[config.mk]
export PLATFORM = sky130hd
export DESIGN_NAME = self_polling_scheduler
export DESIGN_NICKNAME = d
export VERILOG_FILES = /design/src/core/sps_pkg.sv /design/src/core/self_polling_scheduler.sv
export VERILOG_INCLUDE_DIRS = /design/src /design/src/core
export SDC_FILE = /design/constraint.sdc
export NUM_CORES = 1
export LEC_CHECK = 0
export BUFFER_PORTS_ARGS = -buffer_cell sky130_fd_sc_hd__buf_4
export CAP_MARGIN = 20
export CORE_ASPECT_RATIO = 0.75
export CORE_UTILIZATION = 59
export DETAILED_ROUTE_END_ITERATION = 8
export GPL_TIMING_DRIVEN = 0
export HOLD_SLACK_MARGIN = 0.06
export PLACE_DENSITY = 0.8
export SLEW_MARGIN = 40
export SYNTH_ARGS = -nofsm -noshare
export SYNTH_HDL_FRONTEND = slang
export SYNTH_SLANG_ARGS = --single-unit
export TNS_END_PERCENT = 5
[constraint.sdc]
create_clock -name clk -period 3.95 [get_ports clk]
set_clock_uncertainty 0.2 [all_clocks]
set_input_delay 0.9875 -clock clk [delete_from_list [all_inputs] [get_ports clk]]
set_output_delay 0.9875 -clock clk [all_outputs]
set_load 0.03 [all_outputs]
[src/core/sps_params.svh]
// Constants for the self-polling scheduler: offsets, reset values, fields, counts
`ifndef SPS_PARAMS_SVH
`define SPS_PARAMS_SVH

// Register indices; byte address is four times the index
`define IDX_CHIP_MODE 6'h03
`define IDX_POLL_CTRL 6'h07
`define IDX_REF_DIV 6'h08
`define IDX_OFF_LOW 6'h09
`define IDX_OFF_HIGH 6'h0a
`define IDX_ACT_PER 6'h0b
`define IDX_IDLE_PER 6'h0c
`define IDX_ON_TIME 6'h0d
`define IDX_RUN_CTRL 6'h0e
`define IDX_STATUS 6'h0f

// Reset values
`define RST_CHIP_MODE 8'h00
`define RST_POLL_CTRL 8'h00
`define RST_REF_DIV 8'h01
`define RST_OFF_LOW 8'h01
`define RST_OFF_HIGH 8'h00
`define RST_ACT_PER 8'h01
`define RST_IDLE_PER 8'h01
`define RST_ON_TIME 8'h01
`define RST_RUN_CTRL 8'h00

// Field positions and writable masks
`define BIT_PERM_SEARCH 3
`define BIT_ACT_IDLE 2
`define BIT_PIN_SEL 0
`define BIT_RUN 0
`define MASK_OFF_HIGH 8'h3f
`define MASK_ACT_PER 8'h1f
`define MASK_POLL_CTRL 8'h0f
`define MASK_BIT0 8'h01

// Polling mode codes
`define MODE_CONST 2'h0
`define MODE_FAST 2'h1
`define MODE_MIXED 2'h2

// Timing counts
`define PRESCALE_LAST 6'h3f
`define LEN_ZERO_8 9'h100
`define LEN_ZERO_OFF 15'h4000
`define ONE_9 9'h001
`define ONE_15 15'h0001
`endif

[src/core/sps_pkg.sv]
// Types of the self-polling scheduler
`include "sps_params.svh"
package sps_pkg;
	// Stopped phase and the on and off phases of a master period
	typedef enum logic [1:0] {ST_STOP, ST_ON, ST_OFF} phase_e;

	// Whole state of the scheduler
	typedef struct packed {
		phase_e phase;
		logic [5:0] pre;
		logic [8:0] div_cnt;
		logic [14:0] tmr_cnt;
		logic [8:0] per_cnt;
		logic idle;
		logic rx_on;
		logic restart;
		logic period;
		logic pin;
		logic [7:0] chip_mode;
		logic [7:0] poll_ctrl;
		logic [7:0] ref_div;
		logic [7:0] off_low;
		logic [7:0] off_high;
		logic [7:0] act_per;
		logic [7:0] idle_per;
		logic [7:0] on_time;
		logic [7:0] run_ctrl;
		logic ack;
		logic [31:0] dat;
	} sched_s;
endpackage

[src/core/self_polling_scheduler.sv]
// Self-polling scheduler with a classic Wishbone register slave
//
// Behaviour
// - Permanent search restarts scan at list end, in constant mode only
// - Master period expiry starts next polling cycle
// - Active/idle selection suppresses chosen polling periods
// - Mode field picks constant, fast, mixed
// - Control bit 3 enables permanent search
// - Control bit 2 enables active/idle selection
// - Reference tick every 64 times divider clocks
// - Off time is 14-bit count of ticks
// - Active count zero means 256 periods
// - Idle count zero means 256 periods
// - Receiver-active pin high while receiver runs
// - Chip mode bit 0 selects pin function
// - Fast mode on time from config A timer
// - Master period is on time then off
`timescale 1ns/1ps
`include "sps_params.svh"
module self_polling_scheduler (
	// Clock and reset
	input wire logic clk,
	input wire logic rstn,
	// Wishbone slave
	input wire logic cyc_i,
	input wire logic stb_i,
	input wire logic we_i,
	input wire logic [7:0] adr_i,
	input wire logic [3:0] sel_i,
	input wire logic [31:0] dat_i,
	output logic [31:0] dat_o,
	output logic ack_o,
	// Scan engine status and received data
	input wire logic scan_done,
	input wire logic scan_cfg_b,
	input wire logic rx_data,
	// Scheduler outputs
	output logic rx_active,
	output logic rx_run_pin,
	output logic scan_restart,
	output logic period_start,
	output logic idle_phase
);
	import sps_pkg::*;

	// Registered state and its next value
	sched_s s_q;
	sched_s s_d;

	// Turns an 8-bit count into a length where zero means 256
	function automatic logic [8:0] len_of(input logic [7:0] v);
		begin
			len_of = (v == 8'h00) ? `LEN_ZERO_8 : {1'b0, v};
		end
	endfunction

	// Register index taken from the byte address
	logic [5:0] idx;
	// Wishbone request in progress
	logic req;
	// Write that takes effect at the acknowledging edge
	logic wr_go;
	// Lengths decoded from the registers
	logic [8:0] div_len;
	logic [8:0] on_len;
	logic [8:0] act_len;
	logic [8:0] idle_len;
	logic [14:0] off_len;
	// Timing enables
	logic tick64;
	logic ref_tick;
	logic tmr_end;
	// Decoded control fields
	logic [1:0] mode;
	logic perm_search_en;
	logic active_idle_en;
	logic run_pin_function_sel;
	logic poll_run;
	// Read data for the addressed register
	logic [31:0] rd_val;

	// Address decode and register field split
	always_comb begin
		idx = adr_i[7:2];
		req = cyc_i & stb_i;
		wr_go = req & we_i & s_q.ack & sel_i[0];
		mode = s_q.poll_ctrl[1:0];
		perm_search_en = s_q.poll_ctrl[`BIT_PERM_SEARCH];
		active_idle_en = s_q.poll_ctrl[`BIT_ACT_IDLE];
		run_pin_function_sel = s_q.chip_mode[`BIT_PIN_SEL];
		poll_run = s_q.run_ctrl[`BIT_RUN];
		div_len = len_of(s_q.ref_div);
		on_len = len_of(s_q.on_time);
		act_len = len_of(s_q.act_per & `MASK_ACT_PER);
		idle_len = len_of(s_q.idle_per);
		// Zero in the 14-bit field stands for 16384 ticks
		if ({s_q.off_high[5:0], s_q.off_low} == 14'h0000) begin
			off_len = `LEN_ZERO_OFF;
		end else begin
			off_len = {1'b0, s_q.off_high[5:0], s_q.off_low};
		end
	end

	// Reference tick: 64-clock prescaler then the 8-bit divider
	always_comb begin
		tick64 = poll_run & (s_q.pre == `PRESCALE_LAST);
		ref_tick = tick64 & ((s_q.div_cnt + `ONE_9) == div_len);
		// On and off windows count reference ticks
		if (s_q.phase == ST_ON) begin
			tmr_end = ref_tick & ((s_q.tmr_cnt + `ONE_15) == {6'h00, on_len});
		end else begin
			tmr_end = ref_tick & ((s_q.tmr_cnt + `ONE_15) == off_len);
		end
	end

	// Read multiplexer; unmapped indices read as zero
	always_comb begin
		rd_val = 32'h0000_0000;
		case (idx)
			`IDX_CHIP_MODE: begin
				rd_val[7:0] = s_q.chip_mode;
			end
			`IDX_POLL_CTRL: begin
				rd_val[7:0] = s_q.poll_ctrl;
			end
			`IDX_REF_DIV: begin
				rd_val[7:0] = s_q.ref_div;
			end
			`IDX_OFF_LOW: begin
				rd_val[7:0] = s_q.off_low;
			end
			`IDX_OFF_HIGH: begin
				rd_val[7:0] = s_q.off_high;
			end
			`IDX_ACT_PER: begin
				rd_val[7:0] = s_q.act_per;
			end
			`IDX_IDLE_PER: begin
				rd_val[7:0] = s_q.idle_per;
			end
			`IDX_ON_TIME: begin
				rd_val[7:0] = s_q.on_time;
			end
			`IDX_RUN_CTRL: begin
				rd_val[7:0] = s_q.run_ctrl;
			end
			`IDX_STATUS: begin
				// Live scheduler state for software
				rd_val[0] = s_q.rx_on;
				rd_val[1] = s_q.idle;
				rd_val[3:2] = s_q.phase;
				rd_val[12:4] = s_q.per_cnt;
			end
			default: begin
				rd_val = 32'h0000_0000;
			end
		endcase
	end

	// Next state of the whole scheduler
	always_comb begin
		s_d = s_q;
		s_d.restart = 1'b0;
		s_d.period = 1'b0;

		// Bus: one acknowledge per request, dropped the cycle after
		s_d.ack = req & ~s_q.ack;
		if (req & ~s_q.ack) begin
			s_d.dat = rd_val;
		end
		if (wr_go) begin
			case (idx)
				`IDX_CHIP_MODE: begin
					s_d.chip_mode = dat_i[7:0] & `MASK_BIT0;
				end
				`IDX_POLL_CTRL: begin
					s_d.poll_ctrl = dat_i[7:0] & `MASK_POLL_CTRL;
				end
				`IDX_REF_DIV: begin
					s_d.ref_div = dat_i[7:0];
				end
				`IDX_OFF_LOW: begin
					s_d.off_low = dat_i[7:0];
				end
				`IDX_OFF_HIGH: begin
					s_d.off_high = dat_i[7:0] & `MASK_OFF_HIGH;
				end
				`IDX_ACT_PER: begin
					s_d.act_per = dat_i[7:0] & `MASK_ACT_PER;
				end
				`IDX_IDLE_PER: begin
					s_d.idle_per = dat_i[7:0];
				end
				`IDX_ON_TIME: begin
					s_d.on_time = dat_i[7:0];
				end
				`IDX_RUN_CTRL: begin
					s_d.run_ctrl = dat_i[7:0] & `MASK_BIT0;
				end
				default: begin
					// Writes to read-only or unmapped words are dropped
				end
			endcase
		end

		// Prescaler and divider run only while polling is enabled; they stay
		// cleared in the stopped phase so the first on window gets full ticks
		if (!poll_run || (s_q.phase == ST_STOP)) begin
			s_d.pre = 6'h00;
			s_d.div_cnt = 9'h000;
		end else begin
			s_d.pre = s_q.pre + 6'h01;
			if (ref_tick) begin
				s_d.div_cnt = 9'h000;
			end else if (tick64) begin
				s_d.div_cnt = s_q.div_cnt + `ONE_9;
			end
		end

		// Period sequencing
		case (s_q.phase)
			ST_STOP: begin
				s_d.rx_on = 1'b0;
				s_d.tmr_cnt = 15'h0000;
				s_d.per_cnt = 9'h000;
				s_d.idle = 1'b0;
				if (poll_run) begin
					// First master period starts active
					s_d.phase = ST_ON;
					s_d.period = 1'b1;
					s_d.rx_on = 1'b1;
				end
			end
			ST_ON: begin
				// Whole on window is timed by the config A on timer
				if (tmr_end) begin
					s_d.phase = ST_OFF;
					s_d.tmr_cnt = 15'h0000;
					s_d.rx_on = 1'b0;
				end else begin
					if (ref_tick) begin
						s_d.tmr_cnt = s_q.tmr_cnt + `ONE_15;
					end
					// End of the channel list depends on the mode
					if (scan_done & s_q.rx_on) begin
						case (mode)
							`MODE_CONST: begin
								// Searching on from config A channel 1
								if (perm_search_en) begin
									s_d.restart = 1'b1;
								end
							end
							`MODE_FAST: begin
								// Falls asleep early; timer keeps going
								s_d.rx_on = 1'b0;
							end
							`MODE_MIXED: begin
								// Only the config B part falls back fast
								if (scan_cfg_b) begin
									s_d.rx_on = 1'b0;
								end
							end
							default: begin
								// Reserved code behaves as constant mode without permanent search: no restart
							end
						endcase
					end
				end
			end
			ST_OFF: begin
				if (tmr_end) begin
					// Master period over: a new one begins
					s_d.phase = ST_ON;
					s_d.tmr_cnt = 15'h0000;
					s_d.period = 1'b1;
					s_d.rx_on = 1'b1;
					if (active_idle_en) begin
						if ((s_q.per_cnt + `ONE_9) == (s_q.idle ? idle_len : act_len)) begin
							s_d.per_cnt = 9'h000;
							s_d.idle = ~s_q.idle;
							s_d.rx_on = s_q.idle;
						end else begin
							s_d.per_cnt = s_q.per_cnt + `ONE_9;
							s_d.rx_on = ~s_q.idle;
						end
					end else begin
						s_d.per_cnt = 9'h000;
						s_d.idle = 1'b0;
					end
				end else if (ref_tick) begin
					s_d.tmr_cnt = s_q.tmr_cnt + `ONE_15;
				end
			end
			default: begin
				s_d.phase = ST_STOP;
			end
		endcase

		// Stopping polling parks the scheduler at once
		if (!poll_run) begin
			s_d.phase = ST_STOP;
			s_d.rx_on = 1'b0;
		end

		// Shared pin carries receiver activity or received data
		s_d.pin = run_pin_function_sel ? rx_data : s_d.rx_on;
	end

	// State register; reset loads constants only
	always_ff @(posedge clk or negedge rstn) begin
		if (!rstn) begin
			s_q.phase <= ST_STOP;
			s_q.pre <= 6'h00;
			s_q.div_cnt <= 9'h000;
			s_q.tmr_cnt <= 15'h0000;
			s_q.per_cnt <= 9'h000;
			s_q.idle <= 1'b0;
			s_q.rx_on <= 1'b0;
			s_q.restart <= 1'b0;
			s_q.period <= 1'b0;
			s_q.pin <= 1'b0;
			s_q.chip_mode <= `RST_CHIP_MODE;
			s_q.poll_ctrl <= `RST_POLL_CTRL;
			s_q.ref_div <= `RST_REF_DIV;
			s_q.off_low <= `RST_OFF_LOW;
			s_q.off_high <= `RST_OFF_HIGH;
			s_q.act_per <= `RST_ACT_PER;
			s_q.idle_per <= `RST_IDLE_PER;
			s_q.on_time <= `RST_ON_TIME;
			s_q.run_ctrl <= `RST_RUN_CTRL;
			s_q.ack <= 1'b0;
			s_q.dat <= 32'h0000_0000;
		end else begin
			s_q <= s_d;
		end
	end

	// Outputs straight from the state register
	always_comb begin
		dat_o = s_q.dat;
		ack_o = s_q.ack;
		rx_active = s_q.rx_on;
		rx_run_pin = s_q.pin;
		scan_restart = s_q.restart;
		period_start = s_q.period;
		idle_phase = s_q.idle;
	end
endmodule

# Yosys cells after proc, flatten, opt, wreduce, memory -nomap -nowiden
# Cells that the tools add are included.
[word_totals]
out_inout_bits = 38
ff_bits = 109
word_cells = 127
[op_classes]
bitwise = 12
n_mux = 40
reduce_logical = 26
n_addsub = 4
n_eq_ne = 24
[ops]
columns = ["cell", "n"]
rows = [
  ["$pmux W8 S10", 1],
  ["$mux W9", 8],
  ["$mux W15", 4],
  ["$eq A6 B4 Y1 const B", 8],
  ["$logic_not A8 Y1", 4],
  ["$pmux W15 S2", 1],
  ["$reduce_and A2 Y1", 12],
  ["$pmux W10 S2", 1],
  ["$add A9 B1 Y9 const B", 2],
  ["$eq A9 B9 Y1", 2],
  ["$add A15 B1 Y15 const B", 1],
  ["$eq A15 B15 Y1", 1],
  ["$eq A15 B9 Y1", 1],
  ["$logic_not A14 Y1", 1],
  ["$mux W1", 14],
  ["$mux W11", 1],
  ["$and A1 B1 Y1", 10],
  ["$mux W10", 1],
  ["$ne A3 B3 Y1 const B", 3],
  ["$mux W2", 4],
  ["$add A6 B1 Y6 const B", 1],
  ["$eq A6 B2 Y1 const B", 1],
  ["$eq A6 B3 Y1 const B", 1],
  ["$eq A6 B6 Y1 const B", 1],
  ["16 further kinds", 22],
]

# Depth between registers and ports, before layout
[logic_depth]
word_depth = 10
depth_mapped = 14
mapped_depth_nobuf = 10

# Worst setup path after synthesis
# No wires, ideal clock.
[synth_path]
path_kind = "reg-to-reg"
startpoint = "register s_q[150] (netlist name)"
endpoint = "register s_q[122] (netlist name)"
setup_slack_ns = 0.785
path_buffers = 3
period_less_slack_ns = 3.165
required_ns = 3.623
path_stages_with_launch = 14
arrival_time_ns = 2.838
cell_sequence = "dfrtp_1 > inv_1 > ha_1 > buf_6 > or4_1 > or4_1 > a21o_1 > a21oi_2 > and4b_1 > buf_4 > a21oi_2 > buf_2 > a21oi_1 > o22ai_1"
[synth_between]
elab_chain_cells = 4
elab_cells_between_ends = 10
cone_classes = "eq/ne: 3; mux: 3; reduce/logical: 4"
[synth_lines]
columns = ["element", "line_no", "rtl"]
rows = [
  ["start, declared", "self_polling_scheduler.sv:47", "sched_s s_q;"],
  ["$eq A2 B1 Y1 / $eq A2 B2 Y1 (equally long branches)", "self_polling_scheduler.sv:109, self_polling_scheduler.sv:221", ""],
  ["$mux W1 / $reduce_or A2 Y1 (equally long branches)", "--", ""],
  ["$mux W15 (tied with other cells)", "self_polling_scheduler.sv:236", "if (tmr_end) begin"],
  ["$pmux W15 S2 / $reduce_and A2 Y1 (equally long branches)", "--", ""],
]
# Parallel ways exist; a longest one is shown, timed or not.
# A chain may end at the register's enable or synchronous reset.

# Worst setup path in the final report
[layout_path]
startpoint = "register s_q[150] (netlist name)"
endpoint = "register s_q (netlist bit idle_phase)"
[layout_between]
elab_chain_cells = 4
elab_cells_between_ends = 9
cone_classes = "eq/ne: 4; mux: 2; reduce/logical: 3"
[layout_lines]
columns = ["element", "line_no", "rtl"]
rows = [
  ["$eq A2 B1 Y1", "self_polling_scheduler.sv:109", "if (s_q.phase == ST_ON) begin"],
  ["$mux W1", "self_polling_scheduler.sv:109", ""],
  ["$ne A2 B2 Y1 (no line)", "--", ""],
  ["$reduce_and A3 Y1 (no line)", "--", ""],
]
# Parallel ways exist; a longest one is shown, timed or not.

==> impl_metrics.env <==
export IMPL_placementRows=33
export IMPL_drc_errors=8
export IMPL_synth_top_area_share_pct=38.5
export IMPL_finalCriticalPeriod_ns=3.71
export IMPL_slew_viol_final=0
export IMPL_core_mm2=0.0110
export IMPL_layout_nets=834
export IMPL_path_clk_slew_ns=0.08
export IMPL_wl_per_cell_um=20.2
export IMPL_hp_class="in -> async"
export IMPL_synth_area_leader_cell="dfrtp_1"
export IMPL_syn_inst=701
export IMPL_cp_arrival_ns=3.78
export IMPL_first_iter_violations=716
export IMPL_finalInstanceArea_mm2=0.00764
export IMPL_die_x_um=126
export IMPL_die_area_mm2=0.0119
export IMPL_vdd_drop_max_mv=0.262
export IMPL_path_class="reg -> reg"
export IMPL_yosysMostFrequentCell="dfrtp_1"
export IMPL_cp_start_kind="flip-flop"
export IMPL_regMostFlops="s_q"
export IMPL_detailed_place_area_mm2=0.00732
export IMPL_grtUsageTotal_pct=32.3
export IMPL_synth_area_per_cell_um2=9.65
export IMPL_crit_chain="inv_1 > ha_1 > buf_6 > buf_2 > mux2i_1 > xnor2_1 > mux2i_1 > o21ai_0 > and4b_1 > buf_4 > a31oi_2 > o21ai_0 > o31ai_1"
export IMPL_hold_slack_ns=0.260
export IMPL_dpl_hpwl_um=13700
export IMPL_cts_root_buf="clkbuf_16"
export IMPL_setup_tns_ns=0
export IMPL_critPathRequiredTime_ns=4.02
export IMPL_drtPass1Iterations=7
export IMPL_violations="DRC"
export IMPL_post_route_period_util_pct=93.8
export IMPL_synth_seq_area_share_pct=40.4
export IMPL_tightest_slew_ns=0.773
export IMPL_ys_ff_latch=109
export IMPL_synthTopCellsByArea="dfrtp_1 (38%), mux2_2 (8.7%), buf_4 (3.7%)"
export IMPL_p_per_area_mw_per_mm2=283
export IMPL_ff2ff_setup_slack_ns=0.24
export IMPL_pin_count=90
export IMPL_synth_async_reset_ratio_pct=100
export IMPL_grt_pass1_vias=5353
export IMPL_cts_buffers=9
export IMPL_postRouteAntennaNets=0
export IMPL_cp_slowest_cell="a31oi_2"
export IMPL_critPathCaptureType="flip-flop"
export IMPL_r2r_start="s_q[150]"
export IMPL_worstPathMaxFanout=10
export IMPL_r2r_end="idle_phase"
export IMPL_hold_viol_final=0
export IMPL_clk_latency_ns=0.37
export IMPL_grt_overflow=0
export IMPL_synth_flop_cell="dfrtp_1"
export IMPL_clockBufferDepth=2
export IMPL_max_freq_mhz=270
export IMPL_synth_distinct_cells=65
export IMPL_maxSlewHeadroom_pct=48.3
export IMPL_die_h_um=94.7
export IMPL_wirelength_um=18600
export IMPL_cap_violations=0
export IMPL_htreeDepth=3
export IMPL_p_leak_nw=3.52
export IMPL_portBuffers=41
export IMPL_insertedDiodeCount=0
export IMPL_setup_viol=0
export IMPL_num_vias=5768
export IMPL_area_delta_synth_final_pct=13.0
export IMPL_antenna_found_initial=0
export IMPL_synthesis_area_mm2=0.00676
export IMPL_grt_max_degree=110
export IMPL_drive_gt1_share_pct=21.8
export IMPL_synth_common_cells="dfrtp_1 (104), nand2_1 (66), mux2_2 (52)"
export IMPL_nFillCells=862
export IMPL_reg2reg_depth=13
export IMPL_synth_warnings=0
export IMPL_gp_congestion=0.942
export IMPL_cts_tree="done"
export IMPL_status="finished, violations left"
export IMPL_start_util_pct=61.3
export IMPL_via_per_inst=6.29
export IMPL_largest_reg_flops=84
export IMPL_synth_edff_count=0
export IMPL_slowest_delay_ns=0.57
export IMPL_rsz0062_at_grt="false"
export IMPL_cts_sinks=109
export IMPL_grt_pass1_wl_um=28900
## per-layer routing
layer	up-vias	share of wire [%]	track usage [%]	routed length, µm
met5	-	0	0	0
met2	308	44	46.7	8080
met1	2790	44	47.4	8120
met3	38	11	8.16	1990
met4	0	2.0	10.5	380
li1	2632	-	-	-
## cell type report
class / instances / area (µm²) / area share [%]
Sequential cell: 109 / 2730 / 35.8
Buffer: 61 / 377 / 4.93
Tap cell: 140 / 175 / 2.29
Clock buffer: 10 / 229 / 3.00
Multi-Input combinational cell: 520 / 3620 / 47.4
Clock inverter: 6 / 55.1 / 0.720
Inverter: 29 / 109 / 1.42
Timing Repair Buffer: 42 / 343 / 4.49
## critical path: cells and delay by family (launching register included)
kind	cells	cell delay, ns
AOI/OAI and AO/OA	4	1.08
xor gates and xnor gates	1	0.21
adders and majority gates	1	0.17
buffers and inverters	4	0.67
DFF	1	0.45
muxes	2	0.54
and+or+nand+nor	1	0.26
## timing repair
action / 4_1_cts / 5_1_grt
hold buffers: 0 / 0
gates resized for setup: 0 / 1
setup buffers: 0 / 0
setup endpoints to repair: 0 / 1
## stage by stage
| step | setup WS, ns | total power, W | std cells | util [%] |
|---|---|---|---|---|
| 6_report | 0.244 | 0.00216 | 917 | 69.3 |
| 5_1_grt | 0.0264 | 0.00222 | 917 | 69.3 |
| 4_1_cts | 0.289 | 0.00216 | 916 | 69.0 |
| 3_5_place_dp | 0.344 | 0.00129 | 900 | 66.4 |
| 3_3_place_gp | 0.394 | 0.00129 | 900 | 66.3 |
| 2_1_floorplan | 0.785 | 0.00123 | 719 | - |
## power breakdown
part	leakage, nW	switching (W)	total [W]	internal (W)
Combinational	1.89	0.0000951	0.000147	0.0000518
Clock	0.140	0.000448	0.000889	0.000441
Sequential	1.49	0.00000618	0.00113	0.00112
Total	3.52	0.000550	0.00216	0.00161
## cells by family after synthesis
| group | after synthesis | share of synthesized area [%] |
|---|---|---|
| multiplexers | 73 | 12.0 |
| AND/OR/NAND/NOR | 237 | 18.4 |
| other | 1 | 0.0555 |
| XOR/XNOR | 44 | 6.94 |
| AO/OA/AOI/OAI | 137 | 13.2 |
| flip-flops | 109 | 40.4 |
| adder cells (fa/ha/maj) | 10 | 1.85 |
| buffers and inverters | 90 | 7.18 |
## placed cells by master, fill, tap and decap left out, types with 20 or more instances in the layout
master | Yosys | final
mux2i_1 | 20 | 20
nor2_1 | 32 | 32
o21ai_0 | 36 | 36
inv_1 | 29 | 29
a21oi_1 | 27 | 27
buf_4 | 33 | 73
mux2_2 | 52 | 52
nand3_1 | 39 | 39
dfrtp_1 | 104 | 104
nand2_1 | 66 | 66
xnor2_1 | 26 | 26
## worst max path at each step
stage | startpoint | end | slack, ns
floorplan | s_q[150] | s_q[122] | 0.78
global placement | s_q[119] | s_q[133] | 0.39
detailed placement | s_q[143] | s_q[121] | 0.34
CTS | s_q[150] | s_q[116] | 0.29
global route | s_q[150] | s_q[117] | 0.03
finish | s_q[150] | idle_phase | 0.24
Power figures use the tool's default switching activity.
